`config.mk`:
```
export PLATFORM = sky130hd
export DESIGN_NAME = asfr_host
export DESIGN_NICKNAME = d
export VERILOG_FILES = /design/src/asfr_pkg.sv /design/src/asfr_host.sv
export SDC_FILE = /design/constraint.sdc
export NUM_CORES = 1
export LEC_CHECK = 0
export BUFFER_PORTS_ARGS = -buffer_cell sky130_fd_sc_hd__buf_2
export CAP_MARGIN = 10
export CORE_ASPECT_RATIO = 1.2
export CORE_MARGIN = 8
export CORE_UTILIZATION = 60
export CTS_CLUSTER_DIAMETER = 120
export DETAILED_ROUTE_END_ITERATION = 10
export GPL_TIMING_DRIVEN = 0
export HOLD_SLACK_MARGIN = 0.05
export PLACE_DENSITY_LB_ADDON = 0.12
export SYNTH_ARGS = -nofsm -noshare
export SYNTH_HDL_FRONTEND = slang
export SYNTH_SLANG_ARGS = --single-unit
```
`constraint.sdc`:
```
create_clock -name mclk -period 16.76 [get_ports mclk]
set_clock_uncertainty 0.15 [all_clocks]
set_input_delay 2.514 -clock mclk [delete_from_list [all_inputs] [get_ports mclk]]
set_output_delay 2.514 -clock mclk [all_outputs]
set_load 0.05 [all_outputs]
```
`src/asfr_pkg.sv`:
```
// asfr_pkg: constants and carrier types for the serial converter readout host.
// assumes a 32-bit AXI4-Lite control bus and one 100 MHz clock.
package asfr_pkg;
  // control register map (byte addresses)
  localparam logic [3:0] OFF_CTRL = 4'h0;
  localparam logic [3:0] OFF_DIV = 4'h4;
  localparam logic [3:0] OFF_PERIOD = 4'h8;
  localparam logic [3:0] OFF_RESULT = 4'hC;
  // control and result fields
  localparam int CTRL_ENABLE = 0;
  localparam int CTRL_SHORT = 1;
  localparam int CTRL_POWERDOWN = 2;
  localparam int CTRL_ONESHOT = 3;
  localparam int RES_VALID = 31;
  localparam int RES_OVERRUN = 30;
  // frame lengths in serial clocks
  localparam logic [4:0] LEN_FULL = 5'd16;
  localparam logic [4:0] LEN_SHORT = 5'd14;
  localparam logic [4:0] LEN_PDOWN = 5'd8;
  // reset values and bus response codes
  localparam logic [15:0] DIV_RST = 16'h0004;
  localparam logic [15:0] PERIOD_RST = 16'h0020;
  localparam logic [3:0] CTRL_RST = 4'h0;
  localparam logic [1:0] RESP_OKAY = 2'b00;
  localparam logic [1:0] RESP_SLVERR = 2'b10;

  typedef enum logic [1:0] {
    ST_IDLE = 2'b00,
    ST_ALIGN = 2'b01,
    ST_FRAME = 2'b10
  } asfr_state_e;

  typedef struct packed {
    logic [3:0] addr;
    logic [31:0] data;
  } asfr_wreq_s;

  typedef struct packed {
    logic sclk;
    logic frameN;
  } asfr_link_s;
endpackage : asfr_pkg
```
`src/asfr_host.sv`:
```
// asfr_host: host serial port that runs the converter frames and collects words.
// assumes the converter result input is stable around serial clock falling edges.
//
// How it works
// RULE1: serial clock free-running, frame generated internally
// RULE2: full frame is sixteen serial clocks
// RULE3: ten-bit word keeps trailing zero padding
// RULE4: optional fourteen-clock frame for ten-bit part
// RULE5: power-down uses eight-clock short burst
// RULE6: frame output is active low
// RULE7: one frame per word, held whole word
// RULE8: received word stored right-justified
// RULE9: one frame times transmit and receive
// RULE10: serial clock divided from master clock
// RULE11: start after serial clock high, low, high
// RULE12: sample interval whole serial clock periods
// RULE13: frames issued at equal intervals
// RULE14: shared clock and frame, normal mode
// RULE15: negative frame sync starts conversion
// RULE16: received data assembled MSB first
// RULE17: converter samples at chip-select fall
// RULE18: converter shifts bits on falling edges
// RULE19: early chip-select rise aborts conversion
// RULE20: chip-select rise edges two-ten powers down
// RULE21: idle after reset, partial words discarded
// RULE22: one sample per clock, valid flag
`timescale 1ns/1ps
`default_nettype none
module asfr_host (
  input wire logic mclk, // 100 MHz clock
  input wire logic rst, // async reset, active high
  input wire logic [3:0] s_axi_awaddr, // write address
  input wire logic s_axi_awvalid, // write address valid
  output logic s_axi_awready, // write address ready
  input wire logic [31:0] s_axi_wdata, // write data
  input wire logic [3:0] s_axi_wstrb, // write strobes
  input wire logic s_axi_wvalid, // write data valid
  output logic s_axi_wready, // write data ready
  output logic [1:0] s_axi_bresp, // write response
  output logic s_axi_bvalid, // write response valid
  input wire logic s_axi_bready, // write response ready
  input wire logic [3:0] s_axi_araddr, // read address
  input wire logic s_axi_arvalid, // read address valid
  output logic s_axi_arready, // read address ready
  output logic [31:0] s_axi_rdata, // read data
  output logic [1:0] s_axi_rresp, // read response
  output logic s_axi_rvalid, // read data valid
  input wire logic s_axi_rready, // read data ready
  output logic shiftClock, // serial clock to converter
  output logic frameN, // tx frame, also chip-select, active low
  input wire logic serialResultOut // converter data line
);
  asfr_pkg::asfr_state_e state_q, state_d;
  logic [3:0] ctrl_q;
  logic [15:0] div_q, period_q;
  logic [15:0] divCnt_q, perCnt_q;
  logic [4:0] bitCnt_q, frameLen_q;
  logic [15:0] shift_q, result_q;
  logic valid_q, overrun_q, pending_q;
  logic [1:0] alignStep_q;
  asfr_pkg::asfr_link_s link_q;
  logic awHeld_q, wHeld_q;
  asfr_pkg::asfr_wreq_s wreq_q;
  logic [3:0] wstrb_q;

  // bus decode
  wire doWrite = awHeld_q && wHeld_q && !s_axi_bvalid;
  wire doRead = s_axi_arvalid && s_axi_arready;
  wire rdResult = doRead && (s_axi_araddr == asfr_pkg::OFF_RESULT);
  wire wrCtrl = doWrite && (wreq_q.addr == asfr_pkg::OFF_CTRL) && wstrb_q[0];
  wire wrDiv = doWrite && (wreq_q.addr == asfr_pkg::OFF_DIV);
  wire wrPer = doWrite && (wreq_q.addr == asfr_pkg::OFF_PERIOD);
  wire wrHit = wrCtrl || wrDiv || wrPer || (wreq_q.addr == asfr_pkg::OFF_CTRL);

  function automatic logic [15:0] merge16(input logic [15:0] old, input logic [31:0] d,
                                          input logic [3:0] s);
    merge16 = {s[1] ? d[15:8] : old[15:8], s[0] ? d[7:0] : old[7:0]};
  endfunction : merge16

  // serial clock divider: toggle each div_q+1 master clocks
  wire divWrap = (divCnt_q == div_q); // RULE10
  wire sclkFall = divWrap && link_q.sclk;
  wire sclkRise = divWrap && !link_q.sclk;
  // sample timer counted in whole serial clock periods
  wire tick = sclkRise && (perCnt_q == period_q); // RULE12 RULE13
  wire enabled = ctrl_q[asfr_pkg::CTRL_ENABLE];
  wire [4:0] lenSel = ctrl_q[asfr_pkg::CTRL_POWERDOWN] ? asfr_pkg::LEN_PDOWN : // RULE5
                      ctrl_q[asfr_pkg::CTRL_SHORT] ? asfr_pkg::LEN_SHORT : // RULE4
                      asfr_pkg::LEN_FULL; // RULE2 RULE3
  wire lastBit = sclkFall && (bitCnt_q == frameLen_q - 5'd1);
  wire wordDone = lastBit && (frameLen_q != asfr_pkg::LEN_PDOWN);
  wire [15:0] shiftNext = {shift_q[14:0], serialResultOut}; // RULE16

  always_comb begin
    state_d = state_q;
    case (state_q)
      asfr_pkg::ST_IDLE: begin
        if (pending_q) state_d = asfr_pkg::ST_ALIGN; // RULE21
      end
      asfr_pkg::ST_ALIGN: begin
        if (alignStep_q == 2'd2 && sclkRise) state_d = asfr_pkg::ST_FRAME; // RULE11
      end
      asfr_pkg::ST_FRAME: begin
        if (lastBit) state_d = asfr_pkg::ST_IDLE; // RULE7
      end
      default: state_d = asfr_pkg::ST_IDLE;
    endcase
  end

  always_ff @(posedge mclk or posedge rst) begin
    if (rst) begin
      divCnt_q <= 16'h0000;
      link_q <= '{sclk: 1'b0, frameN: 1'b1};
    end else begin
      divCnt_q <= divWrap ? 16'h0000 : divCnt_q + 16'h0001;
      if (divWrap) link_q.sclk <= ~link_q.sclk; // RULE1 RULE14
      // frame falls on a rising edge, rises with the last falling edge
      if (state_q == asfr_pkg::ST_ALIGN && state_d == asfr_pkg::ST_FRAME)
        link_q.frameN <= 1'b0; // RULE6 RULE15 RULE9 RULE17
      else if (lastBit)
        link_q.frameN <= 1'b1; // RULE19 RULE20
    end
  end

  always_ff @(posedge mclk or posedge rst) begin
    if (rst) begin
      state_q <= asfr_pkg::ST_IDLE;
      perCnt_q <= 16'h0000;
      pending_q <= 1'b0;
      alignStep_q <= 2'd0;
      bitCnt_q <= 5'd0;
      frameLen_q <= asfr_pkg::LEN_FULL;
      shift_q <= 16'h0000;
    end else begin
      state_q <= state_d;
      if (sclkRise) perCnt_q <= tick ? 16'h0000 : perCnt_q + 16'h0001;
      if (tick && enabled) pending_q <= 1'b1;
      else if (wrCtrl && wreq_q.data[asfr_pkg::CTRL_ONESHOT]) pending_q <= 1'b1;
      else if (state_q == asfr_pkg::ST_ALIGN && state_d == asfr_pkg::ST_FRAME) pending_q <= 1'b0;
      // high, low, high seen on the serial clock
      if (state_q != asfr_pkg::ST_ALIGN) alignStep_q <= 2'd0;
      else if (alignStep_q == 2'd0 && sclkRise) alignStep_q <= 2'd1;
      else if (alignStep_q == 2'd1 && sclkFall) alignStep_q <= 2'd2; // RULE11
      if (state_d == asfr_pkg::ST_FRAME && state_q == asfr_pkg::ST_ALIGN) begin
        bitCnt_q <= 5'd0;
        frameLen_q <= lenSel;
        shift_q <= 16'h0000; // RULE21
      end else if (state_q == asfr_pkg::ST_FRAME && sclkFall) begin
        bitCnt_q <= bitCnt_q + 5'd1;
        shift_q <= shiftNext; // RULE18 RULE22
      end
    end
  end

  // result register, right-justified with zero fill
  always_ff @(posedge mclk or posedge rst) begin
    if (rst) begin
      result_q <= 16'h0000;
      valid_q <= 1'b0;
      overrun_q <= 1'b0;
    end else begin
      if (wordDone) result_q <= (frameLen_q == asfr_pkg::LEN_SHORT) ?
                                 {2'b00, shiftNext[13:0]} : shiftNext; // RULE8 RULE3
      if (wordDone) valid_q <= 1'b1; // RULE22
      else if (rdResult) valid_q <= 1'b0;
      if (wordDone && valid_q && !rdResult) overrun_q <= 1'b1;
      else if (rdResult) overrun_q <= 1'b0;
    end
  end

  // AXI4-Lite slave
  always_ff @(posedge mclk or posedge rst) begin
    if (rst) begin
      awHeld_q <= 1'b0;
      wHeld_q <= 1'b0;
      wreq_q <= '0;
      wstrb_q <= 4'h0;
      s_axi_bvalid <= 1'b0;
      s_axi_bresp <= asfr_pkg::RESP_OKAY;
      s_axi_rvalid <= 1'b0;
      s_axi_rdata <= 32'h0000_0000;
      s_axi_rresp <= asfr_pkg::RESP_OKAY;
      ctrl_q <= asfr_pkg::CTRL_RST;
      div_q <= asfr_pkg::DIV_RST;
      period_q <= asfr_pkg::PERIOD_RST;
    end else begin
      if (s_axi_awvalid && s_axi_awready) begin
        awHeld_q <= 1'b1;
        wreq_q.addr <= s_axi_awaddr;
      end
      if (s_axi_wvalid && s_axi_wready) begin
        wHeld_q <= 1'b1;
        wreq_q.data <= s_axi_wdata;
        wstrb_q <= s_axi_wstrb;
      end
      if (doWrite) begin
        awHeld_q <= 1'b0;
        wHeld_q <= 1'b0;
        s_axi_bvalid <= 1'b1;
        s_axi_bresp <= wrHit ? asfr_pkg::RESP_OKAY : asfr_pkg::RESP_SLVERR;
      end else if (s_axi_bvalid && s_axi_bready) begin
        s_axi_bvalid <= 1'b0;
      end
      if (wrCtrl) ctrl_q <= {1'b0, wreq_q.data[2:0]};
      if (wrDiv) div_q <= merge16(div_q, wreq_q.data, wstrb_q);
      if (wrPer) period_q <= merge16(period_q, wreq_q.data, wstrb_q);
      if (doRead) begin
        s_axi_rvalid <= 1'b1;
        s_axi_rresp <= asfr_pkg::RESP_OKAY;
        case (s_axi_araddr)
          asfr_pkg::OFF_CTRL: s_axi_rdata <= {28'h000_0000, ctrl_q};
          asfr_pkg::OFF_DIV: s_axi_rdata <= {16'h0000, div_q};
          asfr_pkg::OFF_PERIOD: s_axi_rdata <= {16'h0000, period_q};
          asfr_pkg::OFF_RESULT: s_axi_rdata <= {valid_q, overrun_q, 14'h0000, result_q};
          default: begin
            s_axi_rdata <= 32'h0000_0000;
            s_axi_rresp <= asfr_pkg::RESP_SLVERR;
          end
        endcase
      end else if (s_axi_rvalid && s_axi_rready) begin
        s_axi_rvalid <= 1'b0;
      end
    end
  end

  assign s_axi_awready = !awHeld_q && !s_axi_bvalid;
  assign s_axi_wready = !wHeld_q && !s_axi_bvalid;
  assign s_axi_arready = !s_axi_rvalid;
  assign shiftClock = link_q.sclk;
  assign frameN = link_q.frameN;
endmodule : asfr_host
`default_nettype wire

```
---- Word level (Yosys, flattened, before mapping) ----
Index checks and enable logic that the tools add are counted.
word-level totals
  output and inout port bits .............. 43
  input bits .............................. 52
  flip-flop bits (word level) ............. 179
cells by class
  $add $sub $neg .......................... 4
  bitwise operators ....................... 1
  reduce and logical (&&, ||, !) cells .... 56
  equal/unequal tests ..................... 16
  multiplexer cells ....................... 35
operator list
  operator               count
  $pmux 32 s4            1
  $mux 16                3
  $add 16x1->16 const B  2
  $eq 16x16->1           2
  $mux 15                2
  $logic_and 1x1->1      28
  $mux 5                 4
  $mux 1                 16
  $mux 2                 8
  $reduce_bool 2->1      8
  $eq 4x4->1 const B     3
  $eq 4x3->1 const B     2
  $logic_not 4->1        2
  $reduce_and 2->1       4
  $eq 2x2->1 const B     3
  $logic_not 1->1        6
  $pmux 2 s3             1
  $reduce_bool 3->1      2
  $add 5x1->5 const B    1
  $eq 5x4->1 const B     1
  $eq 5x5->1             1
  $ne 5x4->1 const B     1
  $sub 5x1->5 const B    1
  $eq 2x1->1 const B     2
  other kinds (5)        8

---- Logic depth before layout (Yosys ltp) ----
Gate-level depths: netlist of run 1.
  depth after elaboration ................. 10
  mapped depth ............................ 8

---- Worst setup path after synthesis of run 1 ----
OpenSTA, ideal clock, no wires.
  path type ............................... input port to flip-flop
  start ................................... in s_axi_araddr[2]
  end ..................................... reg s_axi_rdata[4]
  slack ................................... 12.760 ns
  setup time .............................. 0.132 ns
  arrival time ............................ 3.718 ns
  cell stages on the path ................. 5
  cells stage by stage .................... clkbuf_1 > clkbuf_1 > mux2_2 > a22oi_1 > o21ai_1
between the ends
  word-level cells in the longest chain between the ends .. 2
RTL lines
  what                                      RTL line          RTL
  start, declared                           asfr_host.sv:42   input wire logic [3:0] s_axi_araddr,
  $eq 4x4->1, or another cell as far along  asfr_host.sv:210  case (s_axi_araddr)
  $pmux 32 s4 (*)                           asfr_host.sv:210
  end signal, assigned                      asfr_host.sv:211  asfr_pkg::OFF_CTRL: s_axi_rdata <= {28'h000_0000, ctrl_q};
  end signal, assigned                      asfr_host.sv:212  asfr_pkg::OFF_DIV: s_axi_rdata <= {16'h0000, div_q};
  end signal, assigned                      asfr_host.sv:213  asfr_pkg::OFF_PERIOD: s_axi_rdata <= {16'h0000, period_q};
  end, declared                             asfr_host.sv:45   output logic [31:0] s_axi_rdata,
Mark *: on every way between the ends. The rest lies on a longest branch, timed or not.
A chain may end at the register's enable or synchronous reset.

---- Worst setup path in the final report of run 1 ----
  start ................................... in s_axi_araddr[2]
  end ..................................... reg s_axi_rdata[7]
The elaborated chain is that of the path after synthesis.

==> flow_summary_export.csv, run 1 <==
group,metric,value,unit
outcome,status,"complete, no violations",
detailed_routing,antenna_left,0,
yosys,yosys.area.top_type,"dfrtp_1",
global_route,grt_usage,23.5,%
floorplan,initial_core_util,60.5,%
yosys,ys_seq_area_share,53.6,%
critical_path,crit_top_cell,"clkbuf_1",
yosys,synthAdderAreaFrac,0.665,%
floorplan,io_pins,95,
timing,period_share,23.9,%
global_route,grt_pass1_wl,30.3,mm
power,powerDensity,140,nW/µm²
clock_network,postCtsHoldBufs,0,
global_route,grt_pass1_vias,5800,
global_route,overflow,0,
global_route,grt_max_degree,87,
timing,slew_headroom,49.2,%
yosys,synthArstFlopShare,100,%
clock_network,clkSlewWorstSetupHoldPaths,60,ps
floorplan,rows,45,
yosys,synth-xor-area-share,5.42,%
power,ir_worst_vdd,111,µV
place,port_buffers,59,
power,clkPwrFrac,31.5,%
yosys,yosysWarningCount,0,
power,p_int,0.812,mW
place,post-place-ws,12310,ps
critical_path,cp-end-kind,"flip-flop",
clock_network,cts_inserted_buffers,17,
floorplan,die_w,118,µm
worst_hold_path,hold_class,"reg -> reg",
detailed_routing,via_per_inst,6.05,
yosys,synth_seq_cells,161,
timing,fmax,0.250,GHz
critical_path,cp.arrival,4140,ps
timing,final_max_slew_viol_count,0,
cells_and_area,design_area,8700,µm²
detailed_routing,wl_per_cell,19.8,µm
clock_network,postCtsSetupRepairBufs,0,
detailed_routing,initialDrtViolationCount,491,
floorplan,core_area,12400,µm²
place,gp_congestion,0.891,
power,total_power,1.21,mW
timing,setup_viol,0,
global_route,antenna_found_initial,0,
timing,worst-slew-pin-transition,762,ps
critical_path,crit_fanout,10,
cells_and_area,drive_above_1_share,17.3,%
yosys,synth-compound-area-share,11.0,%
clock_network,clk_latency,430,ps
floorplan,chipHeight,139,µm
job,cap_violations,0,
clock_network,tritoncts_num_sinks,161,
critical_path,crit_slowest_cell,"clkbuf_1",
cells_and_area,finalNonFillerCells,944,
detailed_routing,vias,5713,
yosys,synth.distinct_cells,48,
yosys,syn_inst,673,
place,hpwl,13.7,mm
detailed_routing,dr.pass1.iters,6,
power,pwr-share-seq,46.4,%
timing,final.setup.tns,0,ps
yosys,synth_mux_area_share,12.5,%
place,post-place-cells,912,
clock_network,cts_max_level,4,
cells_and_area,nNetsFinal,823,
floorplan,die_area,16400,µm²
yosys,synth_area,7530,µm²
power,swShare,33.1,%
clock_network,cts_resized,0,
detailed_routing,wl,18.7,mm
critical_path,ff2ff_setup_slack,13940,ps
critical_path,path_class,"in -> reg",
cells_and_area,n_fill_cell,963,
timing,setup_slack,12760,ps
cells_and_area,final_util,69.9,%
yosys,synth_ff_type,"dfrtp_1",
timing,fin_crit,4000,ps
power,p_sw,0.402,mW
yosys,syn_avg_cell_area,11.2,µm²
yosys,synth-edff-count,0,
power,total_leakage_power,4.07,nW
clock_network,cts_buffer_depth,2,
cells_and_area,antenna_cells,0,
detailed_routing,drc,0,
yosys,synth_top_family_by_area,"simple AND/OR/NAND/NOR gates",
yosys,yosys.area_share.simple,12.7,%
yosys,synth_area_leaders,"dfrtp_1 (52%), mux2_1 (11%), xor2_1 (2.7%), a21oi_1 (2.7%), xnor2_1 (2.4%)",
critical_path,slowest_delay,520,ps
clock_network,cts_tree,"yes",
timing,hold_slack,335,ps
power,combPwrFrac,22.1,%
timing,finalHoldViolCount,0,
critical_path,required,16900,ps
timing,rsz0062_at_grt,"false",
yosys,synth_top_area_share,52.2,%
place,placed_cell_area,8120,µm²
critical_path,worstPathCellList,"clkbuf_1, clkbuf_1, mux2_2, a22oi_1, o21ai_1",
clock_network,cts_root_buf,"clkbuf_16",
critical_path,startpoint_type,"input pin",
cells_and_area,synthToLayoutAreaGrowth,15.6,%
==> layer usage <==
layer | vias to the layer above | wire (µm) | GRT usage (%)
li1 | 2590 | - | -
met1 | 2858 | 7900 | 29.4
met2 | 220 | 9330 | 38.2
met3 | 45 | 881 | 4.77
met4 | 0 | 563 | 11.1
met5 | - | 0 | 0
==> critical path: cells and delay by family <==
kind	cells	cell delay (ps)
muxes	1	410
buffers and inverters	2	930
AOI/OAI and AO/OA	2	290
==> final cells by class <==
cell class                 count  area (µm²)  share of cell area, %
clock buffer                  22         474                   5.45
timing repair buffer          60         323                   3.71
sequential                   161        4030                   46.4
clock inverter                10         110                   1.27
tap                          164         205                   2.36
multi-input combinational    465        3250                   37.3
buffer                        49         254                   2.92
inverter                      13        53.8                  0.618
==> registers in the layout (all words and copies together), names as in the netlist, 3 cells and up <==
name	flops
s_axi_rdata	18
result_q	16
frameLen_q	3
period_q	16
bitCnt_q	5
ctrl_q	3
perCnt_q	16
divCnt_q	16
shift_q	15
wreq_q	20
div_q	16
==> logic make-up after synthesis <==
kind of cell	Yosys count
AOI/OAI and AO/OA	137
xor gates and xnor gates	45
adders and majority gates	4
buffers and inverters	62
DFF	161
muxes	84
other	1
and+or+nand+nor	179
==> placed cells by master (no fill, tap or decap), types with 10 or more instances in the layout <==
cell / synthesis / routed
a22oi_1: 14 / 14
a21oi_1: 40 / 40
clkbuf_16: 0 / 17
conb_1: 1 / 16
nor2_1: 28 / 28
buf_4: 16 / 16
dfrtp_1: 157 / 157
clkbuf_1: 24 / 26
nand4_1: 12 / 12
or4_1: 14 / 14
or3_1: 10 / 10
xnor2_1: 21 / 21
buf_2: 8 / 67
o21ai_1: 20 / 20
mux2_1: 74 / 74
o21ai_0: 28 / 28
nand3_1: 31 / 31
o31ai_1: 12 / 12
xor2_1: 23 / 23
nand2_1: 41 / 41
==> power by group through the flow <==
stage	Clock, mW	Combinational, mW	Sequential [mW]
CTS	0.386	0.270	0.562
finish	0.382	0.268	0.563
detailed placement	0	0.269	0.567
global route	0.401	0.295	0.573
floorplan	0	0.190	0.555
global placement	0	0.258	0.562
==> cells in the mapped netlist (all sizes together), types with 9 or more instances <==
cell,number
nor4,9
mux2,82
xnor2,21
a21oi,40
buf,25
clkbuf,24
or3,10
or4,14
xor2,23
nand4,12
nand3,32
o21ai,48
dfrtp,157
a22oi,14
inv,13
o31ai,12
nor2,28
nand2,41
==> path summary, 6_finish.rpt <==
| check | startpoint | endpoint | cells after the start |
|---|---|---|---|
| hold reg to reg | s_axi_bresp[1] | s_axi_bresp[1] | 2 |
| max in group asynchronous | rst | period_q[5] | 3 |
| min in group asynchronous | rst | result_q[2] | 2 |
| hold / removal | s_axi_bresp[1] | s_axi_bresp[1] | 2 |
| setup reg to reg | div_q[1] | perCnt_q[11] | 7 |
| setup / recovery | s_axi_araddr[2] | s_axi_rdata[7] | 5 |
Note: power is estimated with default switching activity, not from simulation.
==> run 2: changes to the inputs <==
Settings changed: CORE_UTILIZATION 60 to 52.
Clock period 16.76 ns to 3.65 ns, I/O delays scaled along.
==> run 2 against run 1 <==
Flip-flop and latch count unchanged. Hold slack got worse by 230 ps. Sequential share of layout area is 0.41 points lower. Highest routed layer unchanged. Critical path depth up 2. Clock power increased to 4.9 times the previous value. Final area grew 0.89%. Critical endpoint is now perCnt_q[14]. Count of clock-buffer cells in the layout decreased by 4.
==> flow_summary_export.csv, run 2 (synthesis results as in run 1) <==
group,metric,value,unit
critical_path,cp-end-kind,"flip-flop",
critical_path,cp.arrival,3020,ps
cells_and_area,mostFrequentLayoutCells,"dfrtp_1 (157), mux2_1 (74), buf_2 (67), nand2_1 (41), a21oi_1 (40)",
timing,final.setup.tns,0,ps
timing,worst-slew-pin-transition,779,ps
clock_network,cts_resized,0,
detailed_routing,wl_per_cell,19.9,µm
place,port_buffers,59,
global_route,overflow,0,
power,p_sw,1.91,mW
timing,finalHoldViolCount,0,
clock_network,cts_root_buf,"clkbuf_16",
clock_network,cts_tree,"yes",
power,ir_worst_vdd,527,µV
place,gp_congestion,0.881,
power,powerDensity,648,nW/µm²
job,cap_violations,0,
timing,rsz0062_at_grt,"false",
power,clkPwrFrac,32.8,%
timing,period_share,78.6,%
cells_and_area,mostFrequentLayoutCell,"dfrtp_1",
global_route,grt_pass1_wl,30.5,mm
timing,slew_headroom,48.0,%
global_route,grt_pass1_vias,5711,
worst_hold_path,hold_class,"in -> async",
cells_and_area,nNetsFinal,825,
clock_network,cts_buffer_depth,2,
global_route,grt_max_degree,45,
global_route,grt_usage,21.0,%
cells_and_area,antenna_cells,0,
timing,fmax,0.349,GHz
cells_and_area,drive_above_1_share,17.8,%
detailed_routing,dr.pass1.iters,5,
clock_network,clk_latency,430,ps
power,p_int,3.78,mW
critical_path,startpoint_type,"flip-flop",
clock_network,cts_max_level,4,
floorplan,rows,48,
timing,setup_viol,0,
cells_and_area,finalNonFillerCells,957,
detailed_routing,via_per_inst,5.86,
global_route,antenna_found_initial,0,
clock_network,clkSlewWorstSetupHoldPaths,60,ps
power,swShare,33.5,%
critical_path,crit_fanout,10,
detailed_routing,initialDrtViolationCount,434,
timing,final_max_slew_viol_count,0,
cells_and_area,synthToLayoutAreaGrowth,16.6,%
floorplan,die_w,126,µm
cells_and_area,largestRegisters,"wreq_q (20), s_axi_rdata (18)",
place,placed_cell_area,8160,µm²
power,pwr-share-seq,45.5,%
clock_network,postCtsHoldBufs,0,
clock_network,cts_inserted_buffers,17,
cells_and_area,n_fill_cell,1201,
cells_and_area,max_flop_register,"wreq_q",
critical_path,required,3800,ps
cells_and_area,largest_register_ffs,20,
clock_network,postCtsSetupRepairBufs,0,
place,post-place-cells,925,
outcome,status,"complete, no violations",
timing,fin_crit,2870,ps
detailed_routing,antenna_left,0,
critical_path,path_class,"reg -> reg",
detailed_routing,wl,19.0,mm
cells_and_area,final_util,61.4,%
clock_network,tritoncts_num_sinks,161,
floorplan,chipHeight,148,µm
detailed_routing,drc,0,
cells_and_area,design_area,8780,µm²
floorplan,io_pins,95,
detailed_routing,vias,5611,
power,total_leakage_power,4.09,nW
floorplan,core_area,14300,µm²
floorplan,initial_core_util,52.7,%
place,hpwl,14.2,mm
floorplan,die_area,18600,µm²
power,combPwrFrac,21.7,%
[run 2: cell count changes in the layout (fill, tap and decap cells not counted), sizes merged]
| cell | delta |
|---|---|
| clkbuf | -4 |
| clkinv | -4 |
| inv | +4 |
| clkinvlp | +3 |
| buf | +2 |
| bufinv | +1 |
[run 2: critical path, stage by stage, from the launching register on]
cell and delay, ps:
dfrtp_1 440, xor2_1 190, nor4_1 350, nand4_1 470
clkbuf_1 370, clkbuf_1 320, o31ai_1 340, a21oi_1 100
[run 2: power groups by stage]
stage               registers (mW)  logic (mW)  clock network [mW]
floorplan                     2.55       0.873                   0
global placement              2.59        1.19                   0
detailed placement            2.61        1.24                   0
CTS                           2.58        1.25                1.88
global route                  2.64        1.36                1.95
finish                        2.58        1.24                1.86
[run 2: per-stage QoR]
| stage | power, mW | setup WS [ps] | hold slack, ps |
|---|---|---|---|
| CTS | 5.71 | 756 | 122 |
| detailed placement | 3.85 | 784 | 337 |
| finish | 5.69 | 781 | 105 |
| floorplan | 3.42 | 913 | 309 |
| global route | 5.95 | 540 | 139 |
| global placement | 3.78 | 0.259 | 325 |
[run 2: worst paths after layout]
path | from | to | slack, ps | cells past startpoint
max in group asynchronous | rst | frameN | 2230 | 4
setup / recovery | div_q[1] | perCnt_q[14] | 780 | 7
setup reg to reg | div_q[1] | perCnt_q[14] | 780 | 7
min in group mclk | s_axi_rready | s_axi_rvalid | 140 | 2
hold / removal | rst | wHeld_q | 110 | 2
hold reg to reg | s_axi_rdata[10] | s_axi_rdata[10] | 350 | 2
[run 2: layout make-up]
class / instances / area [µm²] / area share [%]
Multi-Input combinational cell: 465 / 3250 / 37.0
Timing Repair Buffer: 62 / 355 / 4.05
Tap cell: 175 / 219 / 2.49
Sequential cell: 161 / 4030 / 46.0
Clock buffer: 18 / 439 / 5.00
Inverter: 13 / 52.6 / 0.599
Buffer: 49 / 254 / 2.89
Clock inverter: 14 / 178 / 2.02
[run 2: per-layer routing]
layer	GRT usage, %	up-vias	wire length [µm]
li1	-	2599	-
met1	25.9	2831	8120
met2	35.8	150	9670
met3	5.12	31	878
met4	6.63	0	386
met5	0	-	0
==> run 3: changes to the inputs <==
Settings changed: ABC_AREA set to 1, CORE_UTILIZATION 52 to 53.
Clock period 3.65 ns to 2.6 ns, I/O delays scaled along.
==> run 3 against run 2 <==
Count of clock-buffer cells in the layout up 5. Flip-flop and latch count unchanged. Clock power up 33%. Via count up 15%. Sequential share of layout area down 1.8 points. Non-clock buffer count up 4. Area after synthesis up 3.5%. Critical path type unchanged. Highest routed layer unchanged.
==> flow_summary_export.csv, run 3 <==
group,metric,value,unit
critical_path,crit_fanout,10,
critical_path,required,2780,ps
floorplan,die_area,18900,µm²
critical_path,startpoint_type,"flip-flop",
yosys,synth.distinct_cells,38,
critical_path,cp-end-kind,"flip-flop",
detailed_routing,wl,19.3,mm
yosys,synth_seq_cells,161,
global_route,grt_pass1_vias,6219,
cells_and_area,largest_register_ffs,20,
timing,fin_crit,2180,ps
yosys,synth_ff_type,"dfrtp_1",
timing,slew_headroom,57.2,%
timing,finalHoldViolCount,0,
power,total_leakage_power,4.70,nW
critical_path,reg2reg_depth,6,
timing,fmax,0.458,GHz
power,clkPwrFrac,30.2,%
detailed_routing,initialDrtViolationCount,529,
power,pwr-share-seq,43.6,%
power,total_power,8.20,mW
worst_hold_path,whs_path_depth,3,
cells_and_area,synthToLayoutAreaGrowth,17.1,%
place,gp_congestion,0.851,
yosys,ys_seq_area_share,51.8,%
place,hpwl,14.5,mm
timing,hold_slack,56.7,ps
critical_path,slowest_delay,530,ps
clock_network,cts_root_buf,"clkbuf_16",
cells_and_area,n_fill_cell,1273,
timing,setup_viol,0,
critical_path,worstPathCellList,"nor3_1, inv_1, nor2_1, nand2_1, clkbuf_1, o21ai_0",
power,combPwrFrac,26.2,%
global_route,grt_max_degree,42,
global_route,grt_pass1_wl,31.8,mm
floorplan,io_pins,95,
clock_network,cts_resized,0,
detailed_routing,wl_per_cell,15.3,µm
timing,period_share,84.0,%
yosys,synthArstFlopShare,100,%
clock_network,cts_inserted_buffers,17,
power,p_int,5.28,mW
power,swShare,35.6,%
cells_and_area,mostFrequentLayoutCell,"nand2_1",
clock_network,cts_max_level,4,
floorplan,die_w,127,µm
detailed_routing,antenna_left,0,
clock_network,clk_latency,430,ps
floorplan,initial_core_util,54.1,%
yosys,yosysMostFrequentCell,"nand2_1",
detailed_routing,drc,0,
critical_path,crit_slowest_cell,"nor3_1",
cells_and_area,largestRegisters,"wreq_q (20), s_axi_rdata (18)",
clock_network,tritoncts_num_sinks,161,
power,powerDensity,899,nW/µm²
job,cap_violations,0,
detailed_routing,vias,6462,
clock_network,cts_tree,"yes",
global_route,grt_usage,21.5,%
floorplan,core_area,14400,µm²
yosys,synth-edff-count,0,
yosys,syn_avg_cell_area,8.08,µm²
power,p_sw,2.92,mW
yosys,yosys.area.top_type,"dfrtp_1",
cells_and_area,antenna_cells,0,
timing,worst-slew-pin-transition,637,ps
yosys,syn_inst,965,
power,ir_worst_vdd,641,µV
detailed_routing,dr.pass1.iters,5,
yosys,synth_area,7790,µm²
clock_network,clkSlewWorstSetupHoldPaths,60,ps
worst_hold_path,hold_class,"in -> reg",
global_route,overflow,0,
place,port_buffers,60,
floorplan,chipHeight,149,µm
clock_network,cts_buffer_depth,2,
critical_path,path_class,"reg -> reg",
cells_and_area,mostFrequentLayoutCells,"nand2_1 (323), dfrtp_1 (157), inv_1 (91), nor2_1 (81), o21ai_0 (77)",
cells_and_area,drive_above_1_share,14.4,%
timing,rsz0062_at_grt,"false",
cells_and_area,final_util,63.3,%
critical_path,cp.arrival,2360,ps
cells_and_area,max_flop_register,"wreq_q",
detailed_routing,via_per_inst,5.13,
cells_and_area,nNetsFinal,1128,
outcome,status,"complete, no violations",
yosys,synth_top_area_share,50.4,%
yosys,yosysWarningCount,0,
global_route,antenna_found_initial,0,
yosys,synth_common_cells,"nand2_1 (323), dfrtp_1 (157), inv_1 (92)",
timing,final_max_slew_viol_count,0,
yosys,synth_area_leaders,"dfrtp_1 (50%), nand2_1 (16%), o21ai_0 (4.9%), inv_1 (4.4%), nor2_1 (3.9%)",
floorplan,rows,48,
==> run 3: area by class of cell <==
class	count	area, µm²	share of cell area [%]
buffer	42	270	2.96
clock buffer	23	478	5.24
clock inverter	8	105	1.15
inverter	103	397	4.35
multi-input combinational	674	3150	34.5
sequential	161	4030	44.2
tap	175	219	2.40
timing repair buffer	73	470	5.15
==> run 3: cell families (layout without fill, tap and decap cells) <==
kind of cell,after synthesis,count (layout),share of synthesized area (%)
adder cells (fa/ha/maj),4,4,0.642
AND/OR/NAND/NOR,476,476,25.2
flip-flops,161,161,51.8
AO/OA/AOI/OAI,148,148,10.3
multiplexers,3,3,0.433
buffers and inverters,145,249,8.51
XOR/XNOR,27,27,3.03
other,1,16,0.0481
==> run 3: timing repair <==
item	CTS	global route
endpoints found under the hold margin	15	1
hold buffers	8	1
setup buffers	0	0
==> run 3: worst paths after layout <==
check                                      from         endpoint  slack [ps]
worst min-delay path             s_axi_wdata[6]        wreq_q[6]          60
worst max-delay path               s_axi_bvalid      period_q[9]         420
worst min register to register  s_axi_rdata[30]  s_axi_rdata[30]         320
min in group asynchronous                   rst      period_q[8]         310
max in group asynchronous                   rst         div_q[2]        1170
worst max register to register     s_axi_bvalid      period_q[9]         420
==> run 3: power by group through the flow <==
stage          combinational, mW  sequential (mW)  clock (mW)
2_1_floorplan               1.48             3.60           0
3_3_place_gp                2.07             3.59           0
3_5_place_dp                2.14             3.61           0
4_1_cts                     2.16             3.57        2.51
5_1_grt                     2.47             3.64        2.60
6_report                    2.15             3.58        2.47
==> run 3: worst max-delay path: cells and delay by family, from the launching register on <==
| family | cells | cell delay (ps) |
|---|---|---|
| AOI/OAI and AO/OA | 1 | 250 |
| and+or+nand+nor | 3 | 890 |
| DFF | 1 | 420 |
| buffers and inverters | 2 | 370 |
==> run 3: per-layer routing <==
metal  routed length (µm)  global-route usage (%)  vias up
li1                     -                       -     3238
met1                 8620                    27.4     3027
met2                 9420                    35.4      168
met3                  873                    4.26       29
met4                  410                    8.52        0
met5                    0                       0        -
==> run 3: through the flow <==
step,cell area (µm²),setup slack [ps],TNS (ps),instances
2_1_floorplan,7850,20.4,0,980
3_3_place_gp,8370,-1040,-162540,1215
3_5_place_dp,8450,424,0,1219
4_1_cts,9120,392,0,1258
5_1_grt,9130,45.5,0,1259
6_report,9130,416,0,1259
